**src/logic/fapc_pkg.sv**
```systemverilog
// Package of offsets, field positions, reset values and counts for the flash access/protect control
package fapc_pkg;
  // I/O register offsets
  localparam logic [7:0] FAPC_KEY_ADDR  = 8'hF5;
  localparam logic [7:0] FAPC_CTRL_ADDR = 8'hF8;
  localparam logic [7:0] FAPC_FDIV_ADDR = 8'hF9;
  localparam logic [7:0] FAPC_PROT_ADDR = 8'hFA;
  localparam logic [7:0] FAPC_IRQ_ADDR  = 8'hFB;
  // Unlock key bytes, in order
  localparam logic [7:0] FAPC_KEY_FIRST  = 8'hB6;
  localparam logic [7:0] FAPC_KEY_SECOND = 8'h49;
  // Control register fields
  localparam int         FAPC_WAIT_MSB  = 7;
  localparam int         FAPC_WAIT_LSB  = 5;
  localparam int         FAPC_EN_BIT    = 3;
  localparam logic [2:0] FAPC_WAIT_RST  = 3'h4;
  localparam logic       FAPC_EN_RST    = 1'b1;
  // Divider and protection reset values
  localparam logic [7:0] FAPC_FDIV_RST  = 8'h01;
  localparam logic [7:0] FAPC_PROT_RST  = 8'hFF;
  localparam logic [7:0] FAPC_PROT_ALL  = 8'hFF;
  // Interrupt register fields
  localparam int         FAPC_COMPLETION_IRQ_ENABLE_BIT = 7;
  localparam int         FAPC_ERROR_IRQ_ENABLE_BIT  = 6;
  localparam int         FAPC_DONE_BIT     = 5;
  localparam int         FAPC_WRVIO_BIT    = 3;
  localparam int         FAPC_RPTMO_BIT    = 2;
  localparam int         FAPC_PGVIO_BIT    = 1;
  localparam int         FAPC_MEVIO_BIT    = 0;
  // Array geometry: 32KB blocks, 2KB pages
  localparam int         FAPC_BLK_MSB      = 17;
  localparam int         FAPC_BLK_LSB      = 15;
  localparam int         FAPC_PG_BLK_MSB   = 6;
  localparam int         FAPC_PG_BLK_LSB   = 4;
  // Row program timeout in controller clocks
  localparam logic [12:0] FAPC_RP_TIMEOUT  = 13'h1300;
endpackage : fapc_pkg

```
**src/logic/fapc_top.sv**
```systemverilog
// Flash access, divider, block protection and event flag control
`timescale 1ns/100ps
module fapc_top
  import fapc_pkg::*;
(
  input  wire logic        sys_clk_in,      // System clock, 100 MHz
  input  wire logic        rst_in,          // Async reset, high
  input  wire logic [7:0]  io_addr_in,      // I/O register address
  input  wire logic        io_wr_in,        // I/O write strobe
  input  wire logic        io_rd_in,        // I/O read strobe
  input  wire logic [7:0]  io_wdata_in,     // I/O write data
  output logic [7:0]       io_rdata_out,    // I/O read data, next cycle
  input  wire logic        wp_in,           // Write-protect pin, high asserted
  input  wire logic        mem_req_in,      // Memory-space access request pulse
  output logic             mem_ack_out,     // Access completes after wait states
  output logic             mem_refuse_out,  // Access blocked, memory space off
  input  wire logic        wr_req_in,       // Array write request pulse
  input  wire logic [17:0] wr_addr_in,      // Array byte address of write
  input  wire logic        wr_info_in,      // Write targets the info page
  output logic             wr_grant_out,    // Write may proceed
  input  wire logic        pe_req_in,       // Page erase request pulse
  input  wire logic [6:0]  pe_page_in,      // Page number to erase
  input  wire logic        pe_info_in,      // Erase targets the info page
  output logic             pe_grant_out,    // Page erase may proceed
  input  wire logic        me_req_in,       // Bulk erase request pulse
  output logic             me_grant_out,    // Bulk erase may proceed
  input  wire logic        op_done_in,      // Erase or row program finished pulse
  input  wire logic        rp_active_in,    // Row program in progress
  output logic             rp_abort_out,    // Clear row_program_start pulse
  output logic             fclk_en_out,     // Controller clock enable pulse
  output logic             irq_done_out,    // Completion interrupt request
  output logic             irq_err_out      // Error interrupt request
);
  import fapc_pkg::*;

  // Block lookup shared by write and page erase checks
  function automatic logic blk_prot(input logic [7:0] mask, input logic [2:0] blk, input logic wp);
    blk_prot = mask[blk] || ((blk == 3'h0) && wp);
  endfunction : blk_prot

  // Register state
  logic [2:0] wait_cnt_r;
  logic       mem_en_r;
  logic [7:0] controller_clock_divider_r;
  logic [7:0] block_protect_mask_r;
  logic       completion_irq_enable_r;
  logic       error_irq_enable_r;
  logic       done_flag_r;
  logic       write_violation_flag_r;
  logic       row_program_timeout_flag_r;
  logic       page_erase_violation_flag_r;
  logic       bulk_erase_violation_flag_r;
  logic       key_half_r;
  logic       unlocked_r;
  logic [2:0] acc_cnt_r;
  logic       acc_busy_r;

  // Address decode
  logic wr_ctrl, wr_fdiv, wr_prot, wr_irq, wr_key, rd_irq;
  assign wr_ctrl = io_wr_in && (io_addr_in == FAPC_CTRL_ADDR);
  assign wr_fdiv = io_wr_in && (io_addr_in == FAPC_FDIV_ADDR);
  assign wr_prot = io_wr_in && (io_addr_in == FAPC_PROT_ADDR);
  assign wr_irq  = io_wr_in && (io_addr_in == FAPC_IRQ_ADDR);
  assign wr_key  = io_wr_in && (io_addr_in == FAPC_KEY_ADDR);
  assign rd_irq  = io_rd_in && (io_addr_in == FAPC_IRQ_ADDR);

  // Protection decisions
  logic wr_blocked, pe_blocked, me_blocked, any_prot;
  assign any_prot   = (block_protect_mask_r != 8'h00) || wp_in;
  assign wr_blocked = !wr_info_in &&
                      blk_prot(block_protect_mask_r, wr_addr_in[FAPC_BLK_MSB:FAPC_BLK_LSB], wp_in);
  assign pe_blocked = !pe_info_in &&
                      blk_prot(block_protect_mask_r,
                               pe_page_in[FAPC_PG_BLK_MSB:FAPC_PG_BLK_LSB], wp_in);
  // Any protection blocks the whole bulk erase, info page included
  assign me_blocked = any_prot;

  // Divider and row program watchdog
  logic fclk_tick, rp_expire;
  fapc_clk_div u_div (
    .sys_clk_in (sys_clk_in),
    .rst_in     (rst_in),
    .div_in     (controller_clock_divider_r),
    .tick_out   (fclk_tick)
  );
  fapc_rp_timer u_rpt (
    .sys_clk_in (sys_clk_in),
    .rst_in     (rst_in),
    .tick_in    (fclk_tick),
    .active_in  (rp_active_in),
    .expire_out (rp_expire)
  );

  // Read mux; reserved bits are zero
  logic [7:0] rd_mux;
  assign rd_mux = (io_addr_in == FAPC_CTRL_ADDR) ? {wait_cnt_r, 1'b0, mem_en_r, 3'h0} :
                  (io_addr_in == FAPC_FDIV_ADDR) ? controller_clock_divider_r :
                  (io_addr_in == FAPC_PROT_ADDR) ? block_protect_mask_r :
                  (io_addr_in == FAPC_IRQ_ADDR)  ? {completion_irq_enable_r, error_irq_enable_r, done_flag_r, 1'b0,
                                                    write_violation_flag_r, row_program_timeout_flag_r,
                                                    page_erase_violation_flag_r, bulk_erase_violation_flag_r} :
                  8'h00;

  // Flag next values: a new event beats the read clear
  logic done_nxt, wrv_nxt, rpt_nxt, pgv_nxt, mev_nxt, any_err_nxt;
  assign done_nxt = op_done_in || (done_flag_r && !rd_irq);
  assign wrv_nxt  = (wr_req_in && wr_blocked) || (write_violation_flag_r && !rd_irq);
  assign rpt_nxt  = rp_expire || (row_program_timeout_flag_r && !rd_irq);
  assign pgv_nxt  = (pe_req_in && pe_blocked) || (page_erase_violation_flag_r && !rd_irq);
  assign mev_nxt  = (me_req_in && me_blocked) || (bulk_erase_violation_flag_r && !rd_irq);
  assign any_err_nxt = wrv_nxt || rpt_nxt || pgv_nxt || mev_nxt;

  // Control register: wait count and memory enable
  always_ff @(posedge sys_clk_in or posedge rst_in) begin
    if (rst_in) begin
      wait_cnt_r <= FAPC_WAIT_RST;
      mem_en_r   <= FAPC_EN_RST;
    end else if (wr_ctrl) begin
      wait_cnt_r <= io_wdata_in[FAPC_WAIT_MSB:FAPC_WAIT_LSB];
      mem_en_r   <= io_wdata_in[FAPC_EN_BIT];
    end
  end

  // Key sequence: only back-to-back I/O writes count
  always_ff @(posedge sys_clk_in or posedge rst_in) begin
    if (rst_in) begin
      key_half_r <= 1'b0;
      unlocked_r <= 1'b0;
    end else if (io_wr_in) begin
      key_half_r <= wr_key && (io_wdata_in == FAPC_KEY_FIRST);
      if (wr_fdiv || wr_prot) unlocked_r <= 1'b0;
      else if (wr_key && key_half_r && (io_wdata_in == FAPC_KEY_SECOND)) unlocked_r <= 1'b1;
    end
  end

  // Guarded registers
  always_ff @(posedge sys_clk_in or posedge rst_in) begin
    if (rst_in) begin
      controller_clock_divider_r <= FAPC_FDIV_RST;
      block_protect_mask_r       <= FAPC_PROT_RST;
    end else begin
      if (wr_fdiv && unlocked_r) controller_clock_divider_r <= io_wdata_in;
      if (wr_prot) block_protect_mask_r <= unlocked_r ? io_wdata_in : FAPC_PROT_ALL;
    end
  end

  // Interrupt enables and event flags
  always_ff @(posedge sys_clk_in or posedge rst_in) begin
    if (rst_in) begin
      completion_irq_enable_r     <= 1'b0;
      error_irq_enable_r          <= 1'b0;
      done_flag_r                 <= 1'b0;
      write_violation_flag_r      <= 1'b0;
      row_program_timeout_flag_r  <= 1'b0;
      page_erase_violation_flag_r <= 1'b0;
      bulk_erase_violation_flag_r <= 1'b0;
    end else begin
      if (wr_irq) begin
        completion_irq_enable_r <= io_wdata_in[FAPC_COMPLETION_IRQ_ENABLE_BIT];
        error_irq_enable_r      <= io_wdata_in[FAPC_ERROR_IRQ_ENABLE_BIT];
      end
      done_flag_r                 <= done_nxt;
      write_violation_flag_r      <= wrv_nxt;
      row_program_timeout_flag_r  <= rpt_nxt;
      page_erase_violation_flag_r <= pgv_nxt;
      bulk_erase_violation_flag_r <= mev_nxt;
    end
  end

  // Memory-space wait state counter
  always_ff @(posedge sys_clk_in or posedge rst_in) begin
    if (rst_in) begin
      acc_busy_r <= 1'b0;
      acc_cnt_r  <= 3'h0;
    end else if (acc_busy_r) begin
      acc_cnt_r  <= acc_cnt_r - 3'h1;
      acc_busy_r <= (acc_cnt_r != 3'h0);
    end else if (mem_req_in && mem_en_r) begin
      acc_busy_r <= 1'b1;
      acc_cnt_r  <= wait_cnt_r;
    end
  end

  // Registered outputs; irq terms use next flag values so they track the flags
  always_ff @(posedge sys_clk_in or posedge rst_in) begin
    if (rst_in) begin
      io_rdata_out   <= 8'h00;
      mem_ack_out    <= 1'b0;
      mem_refuse_out <= 1'b0;
      wr_grant_out   <= 1'b0;
      pe_grant_out   <= 1'b0;
      me_grant_out   <= 1'b0;
      rp_abort_out   <= 1'b0;
      fclk_en_out    <= 1'b0;
      irq_done_out   <= 1'b0;
      irq_err_out    <= 1'b0;
    end else begin
      io_rdata_out   <= io_rd_in ? rd_mux : 8'h00;
      mem_ack_out    <= acc_busy_r && (acc_cnt_r == 3'h0);
      mem_refuse_out <= mem_req_in && !mem_en_r && !acc_busy_r;
      wr_grant_out   <= wr_req_in && !wr_blocked;
      pe_grant_out   <= pe_req_in && !pe_blocked;
      me_grant_out   <= me_req_in && !me_blocked;
      rp_abort_out   <= rp_expire;
      fclk_en_out    <= fclk_tick;
      irq_done_out   <= done_nxt && completion_irq_enable_r && !wr_irq || done_nxt && wr_irq
                        && io_wdata_in[FAPC_COMPLETION_IRQ_ENABLE_BIT];
      irq_err_out    <= any_err_nxt && (wr_irq ? io_wdata_in[FAPC_ERROR_IRQ_ENABLE_BIT] : error_irq_enable_r);
    end
  end
endmodule : fapc_top

```
**src/logic/fapc_clk_div.sv**
```systemverilog
// Divider making the flash controller clock enable from the system clock
`timescale 1ns/100ps
module fapc_clk_div (
  input  wire logic       sys_clk_in,     // System clock
  input  wire logic       rst_in,         // Async reset, high
  input  wire logic [7:0] div_in,         // Divide ratio, 0 acts as 256
  output logic            tick_out        // One-cycle controller clock enable
);
  import fapc_pkg::*;

  logic [7:0] cnt_r;
  logic [7:0] cnt_nxt;
  logic       wrap;

  // Wrap at ratio minus one; 8-bit wrap makes 0 mean 256
  assign wrap    = (cnt_r >= (div_in - 8'h01));
  assign cnt_nxt = wrap ? 8'h00 : cnt_r + 8'h01;

  // Counter and registered enable
  always_ff @(posedge sys_clk_in or posedge rst_in) begin
    if (rst_in) begin
      cnt_r    <= 8'h00;
      tick_out <= 1'b0;
    end else begin
      cnt_r    <= cnt_nxt;
      tick_out <= wrap;
    end
  end
endmodule : fapc_clk_div

```
**src/logic/fapc_rp_timer.sv**
```systemverilog
// Row program watchdog counting controller clock enables
`timescale 1ns/100ps
module fapc_rp_timer (
  input  wire logic sys_clk_in,     // System clock
  input  wire logic rst_in,         // Async reset, high
  input  wire logic tick_in,        // Controller clock enable
  input  wire logic active_in,      // Row program in progress
  output logic      expire_out      // One-cycle timeout pulse
);
  import fapc_pkg::*;

  logic [12:0] cnt_r;
  logic        fired_r;
  logic        hit;

  // Fires once at the last controller clock of the allowance
  assign hit = active_in && !fired_r && tick_in && (cnt_r == FAPC_RP_TIMEOUT - 13'h0001);

  // Count restarts whenever the operation ends
  always_ff @(posedge sys_clk_in or posedge rst_in) begin
    if (rst_in) begin
      cnt_r      <= 13'h0000;
      fired_r    <= 1'b0;
      expire_out <= 1'b0;
    end else begin
      expire_out <= hit;
      if (!active_in) begin
        cnt_r   <= 13'h0000;
        fired_r <= 1'b0;
      end else begin
        if (hit) fired_r <= 1'b1;
        if (tick_in && !fired_r) cnt_r <= cnt_r + 13'h0001;
      end
    end
  end
endmodule : fapc_rp_timer

```
**config.mk**
```make
export PLATFORM = sky130hd
export DESIGN_NAME = fapc_top
export DESIGN_NICKNAME = d
export VERILOG_FILES = /design/src/logic/fapc_pkg.sv /design/src/logic/fapc_top.sv /design/src/logic/fapc_clk_div.sv /design/src/logic/fapc_rp_timer.sv
export SDC_FILE = /design/constraint.sdc
export NUM_CORES = 1
export LEC_CHECK = 0
export BUFFER_PORTS_ARGS = -buffer_cell sky130_fd_sc_hd__buf_2
export CAP_MARGIN = 0
export CORE_MARGIN = 1.5
export CORE_UTILIZATION = 60
export CTS_CLUSTER_SIZE = 40
export DETAILED_ROUTE_END_ITERATION = 10
export PLACE_DENSITY = 0.86
export SETUP_SLACK_MARGIN = 0.5
export SYNTH_ARGS = -nofsm -noshare
export SYNTH_HDL_FRONTEND = slang
export SYNTH_SLANG_ARGS = --single-unit
```
**constraint.sdc**
```tcl
create_clock -name sys_clk_in -period 3.51 [get_ports sys_clk_in]
set_input_delay 0.351 -clock sys_clk_in [delete_from_list [all_inputs] [get_ports sys_clk_in]]
set_output_delay 0.351 -clock sys_clk_in [all_outputs]
set_load 0.02 [all_outputs]
```
==> results of run 1 <==
-- cells in the mapped netlist, types with 4 or more instances --
master     count  area [um^2]
dfrtp_1       63         1577
nand2_1       26        97.59
inv_1         19        71.32
xnor2_1       14        122.6
ha_1          13        162.7
o21ai_0       13        65.06
and2_1        12        75.07
dfstp_2       11        289.0
nor2b_1       11        68.82
a211oi_1      10        75.07
a21oi_1       10        50.05
mux2_2         9        101.4
nand3_1        9        45.04
nor2_1         9        33.78
xor2_1         9        78.83
mux2i_1        8        80.08
nor3_1         7        35.03
a21o_1         6        45.04
and3_1         6        37.54
clkbuf_1       6        22.52
nand4_1        6        37.54
nand2b_1       5        31.28
a2111oi_0      4        35.03
a31oi_1        4        25.02
mux2_1         4        45.04
-- cell type report --
| cell class | instances | area share |
|---|---|---|
| multi-input cells | 238 | 0.4148 |
| flip-flops and latches | 74 | 0.4365 |
| clock buffers | 10 | 0.02986 |
| clock inverters | 6 | 0.01581 |
| well taps | 75 | 0.02196 |
| inverters | 19 | 0.01669 |
| repair buffers | 52 | 0.06440 |
-- state kept, by name (all words and copies together) (netlist names), 3 cells and up --
signal	count
u_rpt.cnt_r	13
block_protect_mask_r	8
controller_clock_divider_r	8
io_rdata_out	8
u_div.cnt_r	8
acc_cnt_r	3
wait_cnt_r	3
-- worst min-delay path by stage --
stage,from,to,slack (ps)
global placement,u_rpt.expire_out$_DFF_PP0_,rp_abort_out$_DFF_PP0_,370
global route,rst_in,u_rpt.cnt_r[6]$_DFFE_PP0P_,120
floorplan,u_rpt.expire_out$_DFF_PP0_,rp_abort_out$_DFF_PP0_,350
detailed placement,u_rpt.expire_out$_DFF_PP0_,rp_abort_out$_DFF_PP0_,370
finish,rst_in,u_rpt.cnt_r[0]$_DFFE_PP0P_,70
CTS,rst_in,u_rpt.cnt_r[4]$_DFFE_PP0P_,80
-- through the flow --
step	cell area, um^2	util	std cells	hold WS (ps)	power (mW)
floorplan	3759	-	342	354.4	1.084
finish	4274	0.7135	474	72.29	1.793
CTS	4274	0.7135	474	79.60	1.804
global placement	4079	0.6809	458	374.7	1.145
detailed placement	4079	0.6809	458	373.3	1.157
global route	4274	0.7135	474	117.7	1.879
-- kinds of logic (layout without fill, tap and decap cells) --
logic type      after synthesis  count (layout)
simple gates                118             118
xor+xnor                     23              23
compound gates               59              59
mux                          25              25
flops                        74              74
buf+inv                      30              87
fa+ha+maj                    13              13
-- worst register-to-register path, cell delays in order, from the launching register on --
cell and delay [ps]:
dfrtp_1 460, nor2_1 170, nor4b_1 350, xnor2_1 180
ha_1 280, a21o_1 160, a31oi_1 120, o21ai_1 250
a211oi_1 290
-- layer usage --
layer  GRT usage  vias up  share of wire
met5           0        -              0
met1      0.3266     1369           0.44
met2      0.4008      111           0.47
met3     0.05714       16          0.064
met4      0.1271        0          0.025
li1            -     1331              -
-- report_power, final --
group	total [mW]	internal (mW)	switching, mW
combinational	0.198	0.0855	0.112
clock	0.653	0.330	0.323
sequential	0.943	0.903	0.0394
total	1.79	1.32	0.475
==> flow_summary.ini, run 1 <==
[yosys]
synth_mux_area_frac = 0.08522
synth-edff-count = 0
ys_dominant_reg_cell = dfrtp_1
synth_fa_ha_area_frac = 0.04328
synth-seq-cells = 74
syn-num-nets = 409
ys_warn_count = 0
synth_top_family_by_area = simple AND/OR/NAND/NOR gates
post_synth_xor_area_fraction = 0.05360
synth-simple-area-share = 0.1818
netlist_area_mm2 = 0.003759
async_reset_ff_frac = 1.000
seq_area_frac_synth = 0.4963
synth_cell_types = 54
syn_avg_cell_area_um2 = 10.99
postSynthCellCount = 342
synth-compound-area-share = 0.1079

[power_and_ir_drop]
p_leak_nw = 2.087
ir_worst_vdd_uv = 331.4
powerDensity_mw_per_mm2 = 419.6

[worst_setup_path]
rrSetupSlack_ps = 1140
crit_path_start = controller_clock_divider_r[2]$_DFFE_PP0P_
path_buf_inv = 0
endpoint_kind = flip-flop
cp.required_ps = 3760
slowest_delay_ps = 460
reg2regPathDepth = 8
crit_path_top_delay_cell = dfrtp_1
crit_chain = nor2_1 > nor4b_1 > xnor2_1 > ha_1 > a21o_1 > a31oi_1 > o21ai_1 > a211oi_1
cp.depth = 8
path_class = flip-flop to flip-flop
path_max_fanout = 9
rr_endpoint = u_div.cnt_r[6]$_DFF_PP0_
crit_path_end = u_div.cnt_r[6]$_DFF_PP0_
worstSetupStartpointType = flip-flop
cp.arrival_ps = 2620
r2r_start = controller_clock_divider_r[2]$_DFFE_PP0P_
critPathTopFamily = compound AO/OA/AOI/OAI gates

[layout]
multi_input_area_mm2 = 0.001773
register_area_mm2 = 0.001866
drive_above_1_share = 0.2481
fill_cells = 428
area_growth_pct = 13.72
diodes = 0
layout_commonest_cell = dfrtp_1
layout_common_cells = dfrtp_1 (63), buf_2 (51), nand2_1 (26)
nets = 461

[sta]
fin_ws_ps = 1138
setup_viol_count_final = 0
hold_violations = 0
tightestPinTransition_ps = 641.8
drv_slew = 0
max_clock_freq_ghz = 0.4216
skew_ps = 14.73
final.min_clock_period_ps = 2372
setup_tns_ps = 0
relSlewSlack = 0.5693
rsz0062_at_grt = no
post-route-period-util = 0.6758

[routing]
first_pass_iters = 6
drc = 0
routed_wl_mm = 7.818
drtIter0Drc = 173
drtAntennaViolNets = 0
vias = 2827
wl_per_cell_um = 16.49
viasPerCell = 5.964

[worst_hold_path]
min_path_type = primary input to async pin

[global_route]
grt_pass1_wl_mm = 12.53
overflow = 0
grt_pass1_vias = 2646
grt_max_degree = 75
grt_use_total = 0.2530
antenna_found_initial = 0

[clocking]
cts_buffers = 9
clockRootBuffer = clkbuf_8
cts.htree.levels = 3
clock_latency_ps = 350
cts_setup_buffers = 0
post_cts_resized = 0
cts_hold_buf = 0
clk_path_buf_depth = 2
clock_sinks = 74
cts_tree = done
path_clk_slew_ps = 80

[placed_design]
dpl_worst_slack_ps = 1180
portBuffers = 51
gp_congestion = 0.8891
dpl.hpwl_mm = 5.473

[die]
num_rows = 28
start_util = 0.6274
core_area_mm2 = 0.005991
die_w_um = 82.15
io-pin-count = 71
dieHeight_um = 82.15
die-area_mm2 = 0.006748

[status]
outcome = complete, no violations

[flow_run]
maxCapViolations = 0
(Power assumes the default switching activity.)
==> inputs of run 2 (changes only) <==
--- a/config.mk
+++ b/config.mk
@@ -8,10 +8,10 @@
 export BUFFER_PORTS_ARGS = -buffer_cell sky130_fd_sc_hd__buf_2
 export CAP_MARGIN = 0
 export CORE_MARGIN = 1.5
-export CORE_UTILIZATION = 60
+export CORE_UTILIZATION = 50
 export CTS_CLUSTER_SIZE = 40
 export DETAILED_ROUTE_END_ITERATION = 10
-export PLACE_DENSITY = 0.86
+export PLACE_DENSITY = 0.77
 export SETUP_SLACK_MARGIN = 0.5
 export SYNTH_ARGS = -nofsm -noshare
 export SYNTH_HDL_FRONTEND = slang
==> constraint.sdc (replaced) <==
create_clock -name sys_clk_in -period 2 [get_ports sys_clk_in]
set_input_delay 0.2 -clock sys_clk_in [delete_from_list [all_inputs] [get_ports sys_clk_in]]
set_output_delay 0.2 -clock sys_clk_in [all_outputs]
set_load 0.02 [all_outputs]
==> run 2 against run 1 <==
  * Global-route usage fell by 3.4 points
  * Largest power group unchanged
  * Worst hold slack worse by 18 ps
  * Utilization down 7.4 points
  * Largest cell class is now multi-input gates
  * Critical path type unchanged
  * The run now ends with negative setup slack left
  * Final area is 8.5% higher
  * Sequential share of layout area decreased by 3.4 points
  * Non-clock buffer count rose by 19
==> flow_summary.ini, run 2 (synthesis gave the netlist of run 1 again) <==
[die]
start_util = 0.5182
dieHeight_um = 89.70
num_rows = 31
die-area_mm2 = 0.008046
die_w_um = 89.70
core_area_mm2 = 0.007253
io-pin-count = 71

[worst_setup_path]
crit_path_start = controller_clock_divider_r[3]$_DFFE_PP0P_
endpoint_kind = flip-flop
worstSetupStartpointType = flip-flop
cp.arrival_ps = 2350
path_max_fanout = 4
cp.required_ps = 2260
r2r_start = controller_clock_divider_r[3]$_DFFE_PP0P_
path_class = flip-flop to flip-flop

[clocking]
cts_tree = done
cts.htree.levels = 3
clock_latency_ps = 350
clk_path_buf_depth = 2
path_clk_slew_ps = 70
clock_sinks = 74
clockRootBuffer = clkbuf_8
cts_buffers = 9

[global_route]
grt_max_degree = 75
grt_use_total = 0.2188
antenna_found_initial = 1
overflow = 0
grt_pass1_vias = 2993
grt_pass1_wl_mm = 14.10

[layout]
area_growth_pct = 23.40
layout_commonest_cell = dfrtp_1
nets = 481
layout_common_cells = dfrtp_1 (63), buf_2 (51), nand2_1 (26)
fill_cells = 595
drive_above_1_share = 0.3301
largest_reg_flops = 13
largest-register = u_rpt.cnt_r
final_util = 0.6395

[sta]
max_clock_freq_ghz = 0.4787
tightestPinTransition_ps = 444.5
hold_violations = 0
post-route-period-util = 1.044
setup_viol_count_final = 9
rsz0062_at_grt = yes
fin_ws_ps = -88.98
whs_ps = 54.78
final.min_clock_period_ps = 2089
relSlewSlack = 0.6960
skew_ps = 10.45
drv_slew = 0

[routing]
first_pass_iters = 4
drtIter0Drc = 186
drtAntennaViolNets = 0
vias = 2884
viasPerCell = 5.568
wl_per_cell_um = 15.59
drc = 0
routed_wl_mm = 8.077

[placed_design]
portBuffers = 51
gp_congestion = 0.8345
dpl.hpwl_mm = 5.587

[status]
violations = negative setup slack
outcome = complete, but fails checks

[power_and_ir_drop]
p_leak_nw = 2.239
total_power_mw = 3.375
powerDensity_mw_per_mm2 = 727.6
ir_worst_vdd_uv = 610.6

[worst_hold_path]
min-delay-start = op_done_in
min_path_type = primary input to flip-flop

[flow_run]
maxCapViolations = 0
[run 2: changes by cell type in the layout (fill, tap and decap cells not counted), sizes merged]
cell,before,now
clkinv,3,2
o21ai,14,15
bufinv,1,3
inv,19,18
dlygate4sd3,0,1
clkinvlp,2,1
buf,52,70
diode,0,1
[run 2: what timing repair did]
action                                  in CTS  in global routing
endpoints found under the setup margin      16                 21
buffers inserted                             5                  1
hold buffers                                 1                  0
gates cloned                                 1                  0
gates resized for setup                     20                  9
pin swaps                                   10                  6
hold endpoints to repair                    63                  0
[run 2: worst paths after layout]
kind | slack, ps | to | depth (start not counted)
setup / recovery | -90 | u_div.cnt_r[7]$_DFF_PP0_ | 8
hold / removal | 50 | done_flag_r$_DFF_PP0_ | 2
setup reg to reg | -90 | u_div.cnt_r[7]$_DFF_PP0_ | 8
hold reg to reg | 390 | rp_abort_out$_DFF_PP0_ | 0
max in group asynchronous | 1150 | controller_clock_divider_r[0]$_DFFE_PP1P_ | 4
min in group asynchronous | 490 | u_div.cnt_r[7]$_DFF_PP0_ | 4
[run 2: area by class of cell]
| cell class | count | area, um^2 | share of cell area |
|---|---|---|---|
| Antenna cell | 1 | 2.502 | 0.0005395 |
| Clock buffer | 10 | 127.6 | 0.02752 |
| Clock inverter | 5 | 103.9 | 0.02239 |
| Inverter | 19 | 75.07 | 0.01619 |
| Multi-Input combinational cell | 239 | 1919 | 0.4138 |
| Sequential cell | 74 | 1866 | 0.4022 |
| Tap cell | 99 | 123.9 | 0.02671 |
| Timing Repair Buffer | 71 | 420.4 | 0.09064 |
[run 2: power breakdown]
part	internal (mW)	switching, mW	leakage (nW)	total [mW]
combinational	0.157	0.206	1.18	0.362
clock	0.822	0.534	0.116	1.36
sequential	1.59	0.0714	0.943	1.66
[run 2: worst max-delay path: stages, from the launching register on]
cell and delay [ps]:
dfrtp_1 440, nor2_2 150, nor4b_4 210, xnor2_1 160
ha_1 270, a21o_1 190, a31oi_4 230, o21ai_4 120
a211oi_1 220
[run 2: metrics by stage]
| stage | std cells | area (um^2) | setup TNS (ps) | setup slack [ps] |
|---|---|---|---|---|
| finish | 518 | 4638 | -626.5 | -88.98 |
| global route | 517 | 4636 | -1634 | -202.1 |
| CTS | 516 | 4608 | -36.90 | -13.11 |
| detailed placement | 494 | 4218 | -143.0 | -54.90 |
| global placement | 494 | 4218 | 0 | 23.35 |
| floorplan | 342 | 3777 | 0 | 99.09 |
[run 2: layer usage]
layer / wire (um) / track usage / vias up
li1: - / - / 1364
met1: 3409 / 0.2783 / 1410
met2: 4011 / 0.3556 / 91
met3: 466 / 0.05922 / 19
met4: 190 / 0.08862 / 0
met5: 0 / 0 / -
==> inputs of run 3 (changes only) <==
--- a/config.mk
+++ b/config.mk
@@ -5,6 +5,7 @@
 export SDC_FILE = /design/constraint.sdc
 export NUM_CORES = 1
 export LEC_CHECK = 0
+export ABC_AREA = 1
 export BUFFER_PORTS_ARGS = -buffer_cell sky130_fd_sc_hd__buf_2
 export CAP_MARGIN = 0
 export CORE_MARGIN = 1.5
==> run 3 against run 2 <==
  * The flow still finishes with violations (negative setup slack)
  * Flip-flop and latch count is the same
  * Critical path depth grew 4
  * Register-to-register slack lost 130 ps
  * Combinational power grew 150%
  * Critical path type unchanged
  * Critical endpoint unchanged
  * Largest cell class is now sequential cells
  * Largest power group unchanged
==> flow_summary.ini, run 3 <==
[worst_setup_path]
r2r_start = controller_clock_divider_r[0]$_DFFE_PP1P_
crit_path_start = controller_clock_divider_r[0]$_DFFE_PP1P_
rrSetupSlack_ps = -220
worstSetupStartpointType = flip-flop
path_class = flip-flop to flip-flop
cp.required_ps = 2220
endpoint_kind = flip-flop
crit_path_top_delay_cell = dfstp_2
path_common_cell = ha_4
cp.arrival_ps = 2440
path_max_fanout = 5
crit_chain = inv_4 > ha_4 > nand3_4 > nor3_4 > xor2_1 > inv_1 > ha_4 > nand2_4 > nor2_4 > nand4_1 > o2111ai_4 > nor2_1
slowest_delay_ps = 560

[worst_hold_path]
min-delay-start = op_done_in
min_path_type = primary input to flip-flop

[sta]
rsz0062_at_grt = yes
skew_ps = 10.24
post-route-period-util = 1.111
drv_slew = 0
whs_ps = 56.16
relSlewSlack = 0.6529
setup_viol_count_final = 9
final.min_clock_period_ps = 2223
hold_violations = 0
max_clock_freq_ghz = 0.4499
tightestPinTransition_ps = 519.6
fin_ws_ps = -222.7

[global_route]
grt_pass1_vias = 3114
antenna_found_initial = 0
grt_use_total = 0.2295
grt_max_degree = 30
grt_pass1_wl_mm = 13.90
overflow = 0

[yosys]
postSynthCellCount = 445
yosys.area.top_type = dfrtp_1
synth_top_area_frac = 0.4208
async_reset_ff_frac = 1.000
syn-num-nets = 512
ys_dominant_reg_cell = dfrtp_1
seq_area_frac_synth = 0.4980
yosysMostFrequentCell = nand2_1
netlist_area_mm2 = 0.003746
synthTopCellsByCount = nand2_1 (85), inv_1 (70), dfrtp_1 (63)
ys_warn_count = 0
syn_avg_cell_area_um2 = 8.418
synth_cell_types = 38
synth-edff-count = 0
synthTopCellsByArea = dfrtp_1 (42%), nand2_1 (8.5%), dfstp_2 (7.7%), inv_1 (7.0%), o21ai_0 (6.0%)
synth-seq-cells = 74

[clocking]
clk_path_buf_depth = 2
clockRootBuffer = clkbuf_8
cts.htree.levels = 3
cts_buffers = 9
clock_sinks = 74
cts_tree = done
clock_latency_ps = 350
path_clk_slew_ps = 80

[placed_design]
dpl.hpwl_mm = 6.554
portBuffers = 51
placed_cell_area_mm2 = 0.004269
gp_congestion = 0.9339

[power_and_ir_drop]
p_leak_nw = 2.280
total_power_mw = 3.706
ir_worst_vdd_uv = 706.2
powerDensity_mw_per_mm2 = 809.4

[layout]
drive_above_1_share = 0.2325
final_util = 0.6314
layout_commonest_cell = nand2_1
largest-register = u_rpt.cnt_r
diodes = 0
largest_reg_flops = 13
nets = 592
area_growth_pct = 22.24
final_cell_area_mm2 = 0.004579
layout_common_cells = nand2_1 (84), inv_1 (67), dfrtp_1 (63)

[routing]
met1_length_mm = 3.742
first_pass_iters = 5
vias = 3346
route.met3.wl_um = 470
routed_wl_mm = 8.883
dr_wl_met2_mm = 4.507
drtAntennaViolNets = 0
drc = 0
viasPerCell = 5.328
top_layer_used = met4
wl_per_cell_um = 14.14
drtIter0Drc = 229

[status]
violations = negative setup slack
outcome = complete, but fails checks

[die]
dieHeight_um = 89.56
die_w_um = 89.56
start_util = 0.5165
io-pin-count = 71
core_area_mm2 = 0.007253
die-area_mm2 = 0.008020
num_rows = 31

[flow_run]
maxCapViolations = 0
## run 3: cell families (layout without fill, tap and decap cells)
family                     Yosys count  after routing  share of synthesized area
and+or+nand+nor                    186            186                     0.2268
AOI/OAI and AO/OA                   88             89                     0.1306
DFF                                 74             74                     0.4980
buffers and inverters               73            156                    0.07548
adders and majority gates           13             13                    0.04342
xor gates and xnor gates            11             11                    0.02572
## run 3: path summary, 6_finish.rpt
| kind | end | cells after the start |
|---|---|---|
| worst max-delay path | u_div.cnt_r[7]$_DFF_PP0_ | 12 |
| worst min-delay path | done_flag_r$_DFF_PP0_ | 3 |
| worst max register to register | u_div.cnt_r[7]$_DFF_PP0_ | 12 |
| worst min register to register | rp_abort_out$_DFF_PP0_ | 0 |
| max in group asynchronous | block_protect_mask_r[0]$_DFFE_PP1P_ | 4 |
| min in group asynchronous | u_div.cnt_r[0]$_DFF_PP0_ | 3 |
## run 3: metrics by stage
| stage | setup TNS, ps | setup slack, ps | instances |
|---|---|---|---|
| floorplan | 0 | 57.12 | 445 |
| global placement | -185.7 | -52.87 | 607 |
| detailed placement | -1239 | -188.8 | 607 |
| CTS | -1676 | -195.9 | 626 |
| global route | -2801 | -355.0 | 628 |
| finish | -1687 | -222.7 | 628 |
## run 3: power breakdown
part / leakage [nW] / switching [mW] / total [mW] / internal (mW)
clock: 0.0781 / 0.541 / 0.982 / 0.441
combinational: 1.29 / 0.518 / 0.889 / 0.371
sequential: 0.916 / 0.157 / 1.84 / 1.68
total: 2.28 / 1.22 / 3.71 / 2.49
## run 3: layout make-up
type / count / area (um^2)
clock buffer: 10 / 127.6
clock inverter: 5 / 33.78
fill: 628 / 2674
inverter: 70 / 269.0
multi-input combinational: 299 / 1739
sequential: 74 / 1866
tap: 99 / 123.9
timing repair buffer: 71 / 420.4
## run 3: worst max-delay path: cells and delay by family (launching register included)
family,cells,cell delay [ps]
DFF,1,560
and+or+nand+nor,6,530
adders and majority gates,2,450
AOI/OAI and AO/OA,1,210
xor gates and xnor gates,1,180
buffers and inverters,2,150
## run 3: layer usage
layer	global-route usage	vias up
li1	-	1626
met1	0.2680	1590
met2	0.4166	116
met3	0.04986	14
met4	0.07413	0
met5	0	-
## run 3: timing repair
action | CTS | global route
gates cloned | 1 | 0
buffers inserted | 2 | 2
endpoints found under the hold margin | 19 | 0
hold buffers | 1 | 0
endpoints found under the setup margin | 13 | 14
gates resized for setup | 7 | 15
pin swaps | 7 | 12
